<file path="src/trig_status_pkg.sv">
package trig_status_pkg;

   // clock rate
   localparam int unsigned CLK_HZ         = 50_000_000;

   // timing, in the unit printed beside each name
   localparam int unsigned ADDR_HOLD_S    = 10;
   localparam int unsigned PURPLE_HOLD_S  = 5;
   localparam int unsigned PURPLE_SHOW_S  = 5;
   localparam int unsigned BLINK_HALF_MS  = 250;

   // derived cycle counts (whole seconds and milliseconds divide exactly)
   localparam int unsigned ADDR_HOLD_CYC   = CLK_HZ * ADDR_HOLD_S;
   localparam int unsigned PURPLE_HOLD_CYC = CLK_HZ * PURPLE_HOLD_S;
   localparam int unsigned PURPLE_SHOW_CYC = CLK_HZ * PURPLE_SHOW_S;
   localparam int unsigned BLINK_HALF_CYC  = (CLK_HZ / 1000) * BLINK_HALF_MS;

   // network address
   localparam logic [31:0] NET_ADDR_DEFAULT = 32'hC0A80165;

   // widths and reset values
   localparam int unsigned EXP_LEN_W      = 24;
   localparam int unsigned CNT_W          = 32;
   localparam logic        EXP_PIN_RESET  = 1'b1;

   // led colours as {red, green, blue}
   localparam logic [2:0] LED_OFF    = 3'h0;
   localparam logic [2:0] LED_BLUE   = 3'h1;
   localparam logic [2:0] LED_GREEN  = 3'h2;
   localparam logic [2:0] LED_PURPLE = 3'h5;
   localparam logic [2:0] LED_WHITE  = 3'h7;
   localparam int unsigned LED_R_BIT = 2;
   localparam int unsigned LED_G_BIT = 1;
   localparam int unsigned LED_B_BIT = 0;

   // blink-twice sequence: on, off, on, off
   localparam logic [1:0] BLINK_LAST_HALF = 2'h3;

   typedef enum logic [1:0] {
      EXP_IDLE = 2'b01,
      EXP_ON   = 2'b10
   } exp_state_t;

   typedef enum logic [3:0] {
      RS_IDLE   = 4'b0001,
      RS_PURPLE = 4'b0010,
      RS_BLINK  = 4'b0100,
      RS_SELF   = 4'b1000
   } rs_state_t;

endpackage : trig_status_pkg

</file>
<file path="src/pin_sync.sv">
`timescale 1ns/1ps
module pin_sync (
   // clock and reset
   input  wire logic       i_clk,
   input  wire logic       i_resetn,
   // asynchronous pins
   input  wire logic [1:0] i_d,
   // synchronised levels
   output logic      [1:0] o_q
);

   logic [1:0] meta_reg;
   logic [1:0] q_reg;

   genvar g;
   generate
      for (g = 0; g < 2; g = g + 1) begin : g_bit
         always_ff @(posedge i_clk or negedge i_resetn) begin
            if (!i_resetn) begin
               meta_reg[g] <= 1'b0;
               q_reg[g]    <= 1'b0;
            end else begin
               meta_reg[g] <= i_d[g];
               q_reg[g]    <= meta_reg[g];
            end
         end
      end
   endgenerate

   assign o_q = q_reg;

endmodule : pin_sync

</file>
<file path="src/trigger_exposure_status_logic.sv">
`timescale 1ns/1ps
module trigger_exposure_status_logic #(
   parameter int unsigned ADDR_HOLD_CYCLES  = trig_status_pkg::ADDR_HOLD_CYC,
   parameter int unsigned PURPLE_HOLD_CYCLES = trig_status_pkg::PURPLE_HOLD_CYC,
   parameter int unsigned PURPLE_SHOW_CYCLES = trig_status_pkg::PURPLE_SHOW_CYC,
   parameter int unsigned BLINK_HALF_CYCLES = trig_status_pkg::BLINK_HALF_CYC
) (
   // clock and reset
   input  wire logic        i_clk,
   input  wire logic        i_resetn,
   // pins from outside
   input  wire logic        i_acq_start,
   input  wire logic        i_net_addr_restore_in,
   // configuration, device status and address write
   input  wire logic        i_slave_mode,
   input  wire logic        i_trig_falling,
   input  wire logic        i_exp_pol_high,
   input  wire logic [23:0] i_exposure_len,
   input  wire logic        i_variant_usb,
   input  wire logic        i_usb_enumerated,
   input  wire logic        i_eth_connected,
   input  wire logic        i_fw_upgrade,
   input  wire logic        i_drv_upgrade,
   input  wire logic        i_net_addr_wr,
   input  wire logic [31:0] i_net_addr_wdata,
   // acquisition, exposure, network address, self reset and usb device role
   output logic             o_acq_start,
   output logic             o_exposing,
   output logic             o_exposure_window,
   output logic [31:0]      o_net_addr,
   output logic             o_addr_restore,
   output logic             o_self_reset,
   output logic             o_usb_device_mode,
   // status led
   output logic             o_led_red,
   output logic             o_led_green,
   output logic             o_led_blue
);
   logic [1:0] pins;
   logic       trig_now, restore_held;
   // both pins are asynchronous to i_clk
   pin_sync u_pin_sync (
      .i_clk    (i_clk),
      .i_resetn (i_resetn),
      .i_d      ({i_net_addr_restore_in, i_acq_start}),
      .o_q      (pins)
   );
   assign trig_now     = pins[0];
   assign restore_held = pins[1];
   trig_status_pkg::exp_state_t exp_state_reg, exp_state_next;
   logic [23:0] exp_cnt_reg, exp_cnt_next;
   logic        trig_prev_reg;
   logic        acq_reg, acq_next;
   logic        exp_pin_reg, exp_pin_next;
   logic        trig_edge, trig_take;
   // synchronised copy only: sub-clock glitches are lost, source debounces
   assign trig_edge = i_trig_falling ? (!trig_now && trig_prev_reg)
                                     : (trig_now && !trig_prev_reg);
   assign trig_take = i_slave_mode && trig_edge
                      && (exp_state_reg == trig_status_pkg::EXP_IDLE);
   always_comb begin
      exp_state_next = exp_state_reg;
      exp_cnt_next   = exp_cnt_reg;
      acq_next       = trig_take;
      unique case (exp_state_reg)
         trig_status_pkg::EXP_IDLE: begin
            if (trig_take) begin
               exp_state_next = trig_status_pkg::EXP_ON;
               exp_cnt_next   = (i_exposure_len == 24'h000000)
                                ? 24'h000001 : i_exposure_len;
            end
         end
         trig_status_pkg::EXP_ON: begin
            if (exp_cnt_reg <= 24'h000001) begin
               exp_state_next = trig_status_pkg::EXP_IDLE;
               exp_cnt_next   = 24'h000000;
            end else begin
               exp_cnt_next = exp_cnt_reg - 24'h000001;
            end
         end
         default: begin
            exp_state_next = trig_status_pkg::EXP_IDLE;
            exp_cnt_next   = 24'h000000;
         end
      endcase
      exp_pin_next = !((exp_state_next == trig_status_pkg::EXP_ON)
                       ^ i_exp_pol_high);
   end
   always_ff @(posedge i_clk or negedge i_resetn) begin
      if (!i_resetn) begin
         exp_state_reg <= trig_status_pkg::EXP_IDLE;
         exp_cnt_reg   <= 24'h000000;
         trig_prev_reg <= 1'b0;
         acq_reg       <= 1'b0;
         exp_pin_reg   <= trig_status_pkg::EXP_PIN_RESET;
      end else begin
         exp_state_reg <= exp_state_next;
         exp_cnt_reg   <= exp_cnt_next;
         trig_prev_reg <= trig_now;
         acq_reg       <= acq_next;
         exp_pin_reg   <= exp_pin_next;
      end
   end
   assign o_acq_start       = acq_reg;
   assign o_exposing        = (exp_state_reg == trig_status_pkg::EXP_ON);
   assign o_exposure_window = exp_pin_reg;
   trig_status_pkg::rs_state_t rs_state_reg, rs_state_next;
   logic [31:0] hold_cnt_reg, hold_cnt_next;
   logic [31:0] rs_cnt_reg, rs_cnt_next;
   logic [1:0]  rs_half_reg, rs_half_next;
   logic [31:0] addr_reg, addr_next;
   logic        restore_reg, restore_next;
   logic        hold_ok;
   // the restore button exists only on the ethernet variants
   assign hold_ok = restore_held && !i_variant_usb;
   always_comb begin
      hold_cnt_next = !hold_ok ? 32'h00000000
                    : (hold_cnt_reg == ADDR_HOLD_CYCLES) ? hold_cnt_reg
                    : hold_cnt_reg + 32'h00000001;
      // fires once: the counter saturates beyond the threshold
      restore_next = hold_ok && (hold_cnt_reg == ADDR_HOLD_CYCLES - 1);
      addr_next    = restore_next ? trig_status_pkg::NET_ADDR_DEFAULT
                   : i_net_addr_wr ? i_net_addr_wdata : addr_reg;
      rs_state_next = rs_state_reg;
      rs_cnt_next   = rs_cnt_reg;
      rs_half_next  = rs_half_reg;
      unique case (rs_state_reg)
         trig_status_pkg::RS_IDLE: begin
            if (hold_ok && (hold_cnt_reg == PURPLE_HOLD_CYCLES - 1)) begin
               rs_state_next = trig_status_pkg::RS_PURPLE;
               rs_cnt_next   = 32'h00000000;
            end
         end
         trig_status_pkg::RS_PURPLE: begin
            if (rs_cnt_reg == PURPLE_SHOW_CYCLES - 1) begin
               rs_state_next = trig_status_pkg::RS_BLINK;
               rs_cnt_next   = 32'h00000000;
               rs_half_next  = 2'h0;
            end else begin
               rs_cnt_next = rs_cnt_reg + 32'h00000001;
            end
         end
         trig_status_pkg::RS_BLINK: begin
            if (rs_cnt_reg == BLINK_HALF_CYCLES - 1) begin
               rs_cnt_next = 32'h00000000;
               if (rs_half_reg == trig_status_pkg::BLINK_LAST_HALF) begin
                  rs_state_next = trig_status_pkg::RS_SELF;
               end else begin
                  rs_half_next = rs_half_reg + 2'h1;
               end
            end else begin
               rs_cnt_next = rs_cnt_reg + 32'h00000001;
            end
         end
         default: begin
            rs_state_next = trig_status_pkg::RS_IDLE;
         end
      endcase
   end
   always_ff @(posedge i_clk or negedge i_resetn) begin
      if (!i_resetn) begin
         hold_cnt_reg <= 32'h00000000;
         restore_reg  <= 1'b0;
         addr_reg     <= trig_status_pkg::NET_ADDR_DEFAULT;
         rs_state_reg <= trig_status_pkg::RS_IDLE;
         rs_cnt_reg   <= 32'h00000000;
         rs_half_reg  <= 2'h0;
      end else begin
         hold_cnt_reg <= hold_cnt_next;
         restore_reg  <= restore_next;
         addr_reg     <= addr_next;
         rs_state_reg <= rs_state_next;
         rs_cnt_reg   <= rs_cnt_next;
         rs_half_reg  <= rs_half_next;
      end
   end
   assign o_net_addr        = addr_reg;
   assign o_addr_restore    = restore_reg;
   assign o_self_reset      = (rs_state_reg == trig_status_pkg::RS_SELF);
   assign o_usb_device_mode = 1'b1;
   logic [31:0] blink_cnt_reg, blink_cnt_next;
   logic        blink_reg, blink_next;
   logic [2:0]  led_reg, led_next;
   always_comb begin
      blink_cnt_next = blink_cnt_reg + 32'h00000001;
      blink_next     = blink_reg;
      if (blink_cnt_reg == BLINK_HALF_CYCLES - 1) begin
         blink_cnt_next = 32'h00000000;
         blink_next     = !blink_reg;
      end
      // restore sequence outranks everything, then upgrades, then link
      if (rs_state_reg == trig_status_pkg::RS_PURPLE) begin
         led_next = trig_status_pkg::LED_PURPLE;
      end else if (rs_state_reg == trig_status_pkg::RS_BLINK) begin
         led_next = rs_half_reg[0] ? trig_status_pkg::LED_OFF
                                   : trig_status_pkg::LED_PURPLE;
      end else if (i_fw_upgrade) begin
         led_next = trig_status_pkg::LED_WHITE;
      end else if (i_drv_upgrade) begin
         led_next = blink_reg ? trig_status_pkg::LED_GREEN
                              : trig_status_pkg::LED_OFF;
      end else if (i_variant_usb) begin
         led_next = (blink_reg && !i_usb_enumerated)
                    ? trig_status_pkg::LED_GREEN
                    : trig_status_pkg::LED_OFF;
      end else if (i_eth_connected) begin
         led_next = trig_status_pkg::LED_BLUE;
      end else begin
         led_next = blink_reg ? trig_status_pkg::LED_BLUE
                              : trig_status_pkg::LED_OFF;
      end
   end
   always_ff @(posedge i_clk or negedge i_resetn) begin
      if (!i_resetn) begin
         blink_cnt_reg <= 32'h00000000;
         blink_reg     <= 1'b0;
         led_reg       <= trig_status_pkg::LED_OFF;
      end else begin
         blink_cnt_reg <= blink_cnt_next;
         blink_reg     <= blink_next;
         led_reg       <= led_next;
      end
   end
   assign o_led_red   = led_reg[trig_status_pkg::LED_R_BIT];
   assign o_led_green = led_reg[trig_status_pkg::LED_G_BIT];
   assign o_led_blue  = led_reg[trig_status_pkg::LED_B_BIT];
endmodule : trigger_exposure_status_logic
</file>
<file path="config.mk">
export PLATFORM = sky130hd
export DESIGN_NAME = trigger_exposure_status_logic
export DESIGN_NICKNAME = d
export VERILOG_FILES = /design/src/trig_status_pkg.sv /design/src/pin_sync.sv /design/src/trigger_exposure_status_logic.sv
export SDC_FILE = /design/constraint.sdc
export NUM_CORES = 1
export LEC_CHECK = 0
export BUFFER_PORTS_ARGS = -buffer_cell sky130_fd_sc_hd__buf_2
export CAP_MARGIN = 30
export CELL_PAD_IN_SITES_DETAIL_PLACEMENT = 0
export CELL_PAD_IN_SITES_GLOBAL_PLACEMENT = 1
export CORE_UTILIZATION = 45
export CTS_CLUSTER_SIZE = 8
export DETAILED_ROUTE_END_ITERATION = 12
export PLACE_DENSITY_LB_ADDON = 0.1
export SYNTH_ARGS = -nofsm -noshare
export SYNTH_HDL_FRONTEND = slang
export SYNTH_SLANG_ARGS = --single-unit
</file>
<file path="constraint.sdc">
create_clock -name i_clk -period 3.35 [get_ports i_clk]
set_input_delay 0.5025 -clock i_clk [delete_from_list [all_inputs] [get_ports i_clk]]
set_output_delay 0.5025 -clock i_clk [all_outputs]
set_load 0.005 [all_outputs]
</file>
==> impl_metrics.json, run 1 <==
{
  "ys_ff_latch": 172,
  "grt_pass1_vias": 6734,
  "via_per_inst": 5.47,
  "syn_to_final_growth_pct": 15.7,
  "synth_top_cell_by_area": "dfrtp_1",
  "core_area_um2": 19000,
  "grt_pass1_wl_um": 34900,
  "drt_iter0_markers": 354,
  "n_antenna_cell": 0,
  "finalHoldViolCount": 8,
  "synth_top_area_share_pct": 45.2,
  "synth-seq-area-share_pct": 49.1,
  "syn_inst": 918,
  "status": "complete, but fails checks",
  "place_congestion": 0.841,
  "r2r_cells": 8,
  "cts_inserted_buffers": 17,
  "yosys-top-cells-count": "159 x dfrtp_1, 112 x nor2_1, 82 x nand2_1",
  "relSlewSlack_pct": 39.5,
  "syn_area_um2": 8800,
  "end_kind": "flip-flop",
  "cts_setup_buffers": 0,
  "intPower_mw": 3.48,
  "fill_cells": 1810,
  "grt_max_degree": 68,
  "path_class": "reg -> reg",
  "worstSetupStartpointType": "flip-flop",
  "worstMarginPinSlew_ns": 0.908,
  "setup_tns_ns": 0,
  "insertion_delay_ns": 0.43,
  "post_drt_wl_per_cell_um": 16.1,
  "power_frac_seq_pct": 50.2,
  "antenna_found_initial": 0,
  "hold_buffers": 0,
  "cts_tree": "done",
  "worstPathCellList": "ha_1 > nand4_1 > or4_1 > nor4_1 > o21ai_4 > buf_4 > a21o_1 > a22o_1",
  "timing.rr.end": "rs_cnt_reg[15]$_DFFE_PN0P_",
  "initial_core_util_pct": 46.4,
  "grtUsageTotal_pct": 21.9,
  "powerDensity_nw_per_um2": 471,
  "drc_errors": 0,
  "drt_first_pass_iters": 6,
  "setup_viol": 0,
  "cpMaxStageDelayCell": "nor4_1",
  "synth_nets": 996,
  "dp_hpwl_um": 14600,
  "synth-edff-count": 0,
  "cp.required_ns": 3.67,
  "dieArea_um2": 20100,
  "final_nets": 1097,
  "ant_nets": 0,
  "cp_num_buf_inv": 1,
  "critPathMaxStageDelay_ns": 0.54,
  "clkPwrFrac_pct": 38.9,
  "drive_above_1_share_pct": 18.1,
  "slew_violations": 0,
  "wl_met1_um": 10200,
  "cp_top_family": "simple AND/OR/NAND/NOR gates",
  "io_pins": 110,
  "chipHeight_um": 142,
  "fin_crit_ns": 2.92,
  "period_share_pct": 87.3,
  "hold_path.class": "in -> async",
  "htree_num_levels": 4,
  "yosys-top-cells-area": "dfrtp_1 45%, nor2_1 4.8%, xor2_1 4.2%",
  "cts.sinks": 172,
  "clk_pin_slew_ns": 0.07,
  "clockBufferDepth": 2,
  "fin_util_pct": 53.7,
  "netSwitchingPower_mw": 1.31,
  "top_layer": "met4",
  "ff2ff_setup_slack_ns": 0.43,
  "final_area_um2": 10200,
  "wirelength_um": 20700,
  "reg2reg_from": "rs_cnt_reg[0]$_DFFE_PN0P_",
  "yosysUniqueCellTypes": 69,
  "yosysMostFrequentCell": "dfrtp_1",
  "synthFlopType": "dfrtp_1",
  "die_x_um": 142,
  "clock_skew_ns": 0.0110,
  "failed_checks": "negative hold slack",
  "cp.arrival_ns": 3.24,
  "port_buffers": 108,
  "ys_warn_count": 0,
  "p_sw_share_pct": 27.4,
  "maxCapViolCount": 0,
  "vias": 7069,
  "ir_drop_mv": 0.337,
  "wl_met2_um": 9380,
  "rsz0062_at_grt": "false",
  "cts_resized": 0,
  "max_freq_mhz": 342,
  "rows": 50,
  "hold_ws_ns": -0.00650,
  "worst-path-max-fanout": 36,
  "dr_wl_met3_um": 932,
  "place_area_um2": 9630,
  "syn_area_per_cell_um2": 9.59,
  "grt-ovfl-total": 0,
  "ctsRootBufferMaster": "clkbuf_16",
  "async_flop_share_pct": 100,
  "power_leakage_nw": 4.53,
  "power.share.combinational_pct": 11.0
}
[worst reg2reg max path, cell delays in order (launching register included)]
cell	delay [ns]
dfrtp_1	0.39
ha_1	0.23
nand4_1	0.19
or4_1	0.45
nor4_1	0.54
o21ai_4	0.27
buf_4	0.34
a21o_1	0.22
a22o_1	0.18
[layout by cell type, fill, tap and decap left out, types with 9 or more instances in the layout]
master and n:
nor4_1 23, mux2i_1 35, a21oi_1 40, o21ai_0 29
nand2b_1 10, a22o_1 10, a31oi_1 10, xnor2_1 25
nand4_1 20, buf_4 14, and3_1 24, dfstp_2 13
nor3_1 22, inv_1 22, nand2_1 82, buf_2 107
xor2_1 42, ha_1 9, dfrtp_1 159, nor2_1 112
clkbuf_16 17, nand3_1 55
[cells by family after synthesis]
kind of cell    Yosys count  share of synthesized area (%)
simple gates            420                           24.6
flops                   172                           49.1
compound gates          149                           11.0
xor+xnor                 67                           6.67
buf+inv                  63                           3.08
mux                      37                           4.24
fa+ha+maj                 9                           1.28
other cells               1                         0.0426
[area by class of cell]
cell class              instances  area, um^2  area share [%]
multi-input cells             683        4230            41.5
inverters                      22        82.6           0.811
well taps                     260         325            3.20
clock inverters                13         110            1.08
repair buffers                123         672            6.60
clock buffers                  19         443            4.35
flip-flops and latches        172        4320            42.4
[metal layers]
metal  global-route usage [%]  vias up
met3                     3.95       17
met4                     6.00        0
met5                        0        -
met1                     31.8     3432
met2                     33.6      136
li1                         -     3484
[power groups by stage]
stage          Sequential [mW]  Clock, mW  Combinational (mW)
5_1_grt                   2.43       2.00               0.602
3_3_place_gp              2.43          0               0.529
6_report                  2.40       1.86               0.525
3_5_place_dp              2.44          0               0.532
2_1_floorplan             2.40          0               0.311
4_1_cts                   2.40       1.91               0.533
[worst max path at each step]
stage | from | end | slack [ns] | depth (start not counted)
detailed placement | rs_cnt_reg[0]$_DFFE_PN0P_ | rs_cnt_reg[15]$_DFFE_PN0P_ | 0.40 | 8
CTS | rs_cnt_reg[0]$_DFFE_PN0P_ | rs_cnt_reg[15]$_DFFE_PN0P_ | 0.40 | 8
global route | rs_cnt_reg[0]$_DFFE_PN0P_ | rs_cnt_reg[15]$_DFFE_PN0P_ | 0.23 | 8
finish | rs_cnt_reg[0]$_DFFE_PN0P_ | rs_cnt_reg[15]$_DFFE_PN0P_ | 0.43 | 8
floorplan | exp_cnt_reg[11]$_DFFE_PN0P_ | exp_cnt_reg[6]$_DFFE_PN0P_ | 0.98 | 9
global placement | rs_cnt_reg[0]$_DFFE_PN0P_ | rs_cnt_reg[19]$_DFFE_PN0P_ | 0.54 | 8
[per-stage QoR]
| step | setup WS [ns] | total power [mW] | std cells | hold WS, ns |
|---|---|---|---|---|
| floorplan | 0.976 | 2.72 | 918 | 0.207 |
| global placement | 0.538 | 2.96 | 1260 | 0.332 |
| detailed placement | 0.402 | 2.97 | 1260 | 0.336 |
| CTS | 0.396 | 4.85 | 1292 | 0.00287 |
| global route | 0.231 | 5.02 | 1292 | 0.0186 |
| finish | 0.426 | 4.79 | 1292 | -0.00650 |
Power figures use the tool's default switching activity.
==> run 2: changes to the inputs <==
--- a/config.mk
+++ b/config.mk
@@ -7,9 +7,11 @@
 export LEC_CHECK = 0
 export BUFFER_PORTS_ARGS = -buffer_cell sky130_fd_sc_hd__buf_2
 export CAP_MARGIN = 30
-export CELL_PAD_IN_SITES_DETAIL_PLACEMENT = 0
-export CELL_PAD_IN_SITES_GLOBAL_PLACEMENT = 1
-export CORE_UTILIZATION = 45
+export CELL_PAD_IN_SITES_DETAIL_PLACEMENT = 1
+export CELL_PAD_IN_SITES_GLOBAL_PLACEMENT = 2
+export CORE_MARGIN = 8
+export CORE_UTILIZATION = 38
+export CTS_BUF_LIST = sky130_fd_sc_hd__clkbuf_4
 export CTS_CLUSTER_SIZE = 8
 export DETAILED_ROUTE_END_ITERATION = 12
 export PLACE_DENSITY_LB_ADDON = 0.1
==> run 2 against run 1 <==
Compared with the run above: the run now ends clean; via count increased by 2.0%; cell area down 1.7%; non-clock buffer count is 9 higher; critical endpoint is now exp_cnt_reg[7]$_DFFE_PN0P_; worst hold slack gained 0.10 ns; first-iteration DRC count is 4.0% higher; core utilization down 9.7 points; clock skew rose by 0.018 ns; clock power decreased by 39%; sequential cell count is the same.
==> impl_metrics.json, run 2 (synthesis gave the netlist of run 1 again) <==
{
  "wirelength_um": 24600,
  "powerDensity_nw_per_um2": 409,
  "power_mw": 4.09,
  "end_kind": "flip-flop",
  "vias": 7209,
  "cts_inserted_buffers": 17,
  "cp.arrival_ns": 3.22,
  "clockBufferDepth": 2,
  "place_congestion": 0.802,
  "cts.sinks": 172,
  "initial_core_util_pct": 38.8,
  "worstSetupStartpointType": "flip-flop",
  "finalHoldViolCount": 0,
  "fin_ws_ns": 0.585,
  "syn_to_final_growth_pct": 13.6,
  "path_class": "reg -> reg",
  "clk_pin_slew_ns": 0.16,
  "grt_pass1_wl_um": 40900,
  "place_area_um2": 9720,
  "final_nets": 1106,
  "drt_iter0_markers": 368,
  "place_ws_ns": 0.614,
  "rows": 55,
  "whs_path_depth": 2,
  "period_share_pct": 82.5,
  "rsz0062_at_grt": "false",
  "post_drt_wl_per_cell_um": 18.6,
  "r2r_cells": 5,
  "grt_max_degree": 71,
  "final_area_um2": 10000,
  "drive_above_1_share_pct": 18.6,
  "fin_util_pct": 44.0,
  "ir_drop_mv": 0.198,
  "hold_ws_ns": 0.0935,
  "via_per_inst": 5.43,
  "clock_skew_ns": 0.0291,
  "cp.required_ns": 3.81,
  "cts_tree": "done",
  "slew_violations": 0,
  "status": "completed",
  "stdcell_count": 1327,
  "worst-path-max-fanout": 15,
  "hold_path.class": "in -> reg",
  "grtUsageTotal_pct": 17.7,
  "setup_tns_ns": 0,
  "drt_first_pass_iters": 5,
  "mostFrequentLayoutCells": "159 x dfrtp_1, 112 x nor2_1, 107 x buf_2",
  "maxCapViolCount": 0,
  "power_leakage_nw": 4.43,
  "drc_errors": 0,
  "ant_nets": 0,
  "dieArea_um2": 28300,
  "fin_crit_ns": 2.76,
  "io_pins": 110,
  "die_x_um": 168,
  "cts_setup_buffers": 0,
  "chipHeight_um": 168,
  "core_area_um2": 22700,
  "relSlewSlack_pct": 37.7,
  "insertion_delay_ns": 0.56,
  "grt-ovfl-total": 0,
  "worstMarginPinSlew_ns": 0.934,
  "ctsRootBufferMaster": "clkbuf_4",
  "place_inst": 1291,
  "max_freq_mhz": 362,
  "setup_viol": 0,
  "antenna_found_initial": 1,
  "port_buffers": 108,
  "cts_resized": 0,
  "grt_pass1_vias": 7600,
  "layout_commonest_cell": "dfrtp_1",
  "htree_num_levels": 4,
  "dp_hpwl_um": 18000
}
-- run 2: timing repair --
| item | CTS | global route |
|---|---|---|
| hold buffers | 3 | 0 |
| setup endpoints to repair | 0 | 0 |
| hold endpoints to repair | 65 | 0 |
-- run 2: routing by layer --
layer | track usage, % | part of all wire [%] | vias to the layer above
met5 | 0 | 0 | -
met4 | 3.73 | 0.94 | 0
met3 | 4.02 | 4.4 | 19
met2 | 28.6 | 46 | 121
met1 | 24.0 | 48 | 3566
li1 | - | - | 3503
-- run 2: cell type report --
class,count,area [um^2]
multi-input combinational,683,4230
fill,2650,12700
tap,285,357
antenna,1,2.50
clock inverter,13,111
inverter,22,82.6
sequential,172,4320
timing repair buffer,132,759
clock buffer,19,143
-- run 2: power breakdown --
group	leakage [nW]	switching (mW)	internal (mW)
clock network	0.129	0.806	0.329
logic	2.21	0.299	0.249
registers	2.09	0.160	2.25
-- run 2: worst paths after layout --
kind	start	to	slack [ns]
setup reg to reg	exp_cnt_reg[11]$_DFFE_PN0P_	exp_cnt_reg[7]$_DFFE_PN0P_	0.59
max in group asynchronous	i_resetn	o_net_addr[8]$_DFFE_PN1P_	1.86
min in group asynchronous	i_resetn	hold_cnt_reg[5]$_DFFE_PN0P_	0.49
hold reg to reg	u_pin_sync.meta_reg[1]$_DFF_PN0_	u_pin_sync.o_q[1]$_DFF_PN0_	0.39
hold / removal	i_exp_pol_high	o_exposure_window$_DFF_PN1_	0.09
setup / recovery	exp_cnt_reg[11]$_DFFE_PN0P_	exp_cnt_reg[7]$_DFFE_PN0P_	0.59
-- run 2: critical path: stages (launching register included) --
cell,delay (ns)
dfrtp_1,0.47
or4_1,0.66
or4_4,0.61
o21ai_4,0.42
o21ai_0,0.17
a221o_1,0.32
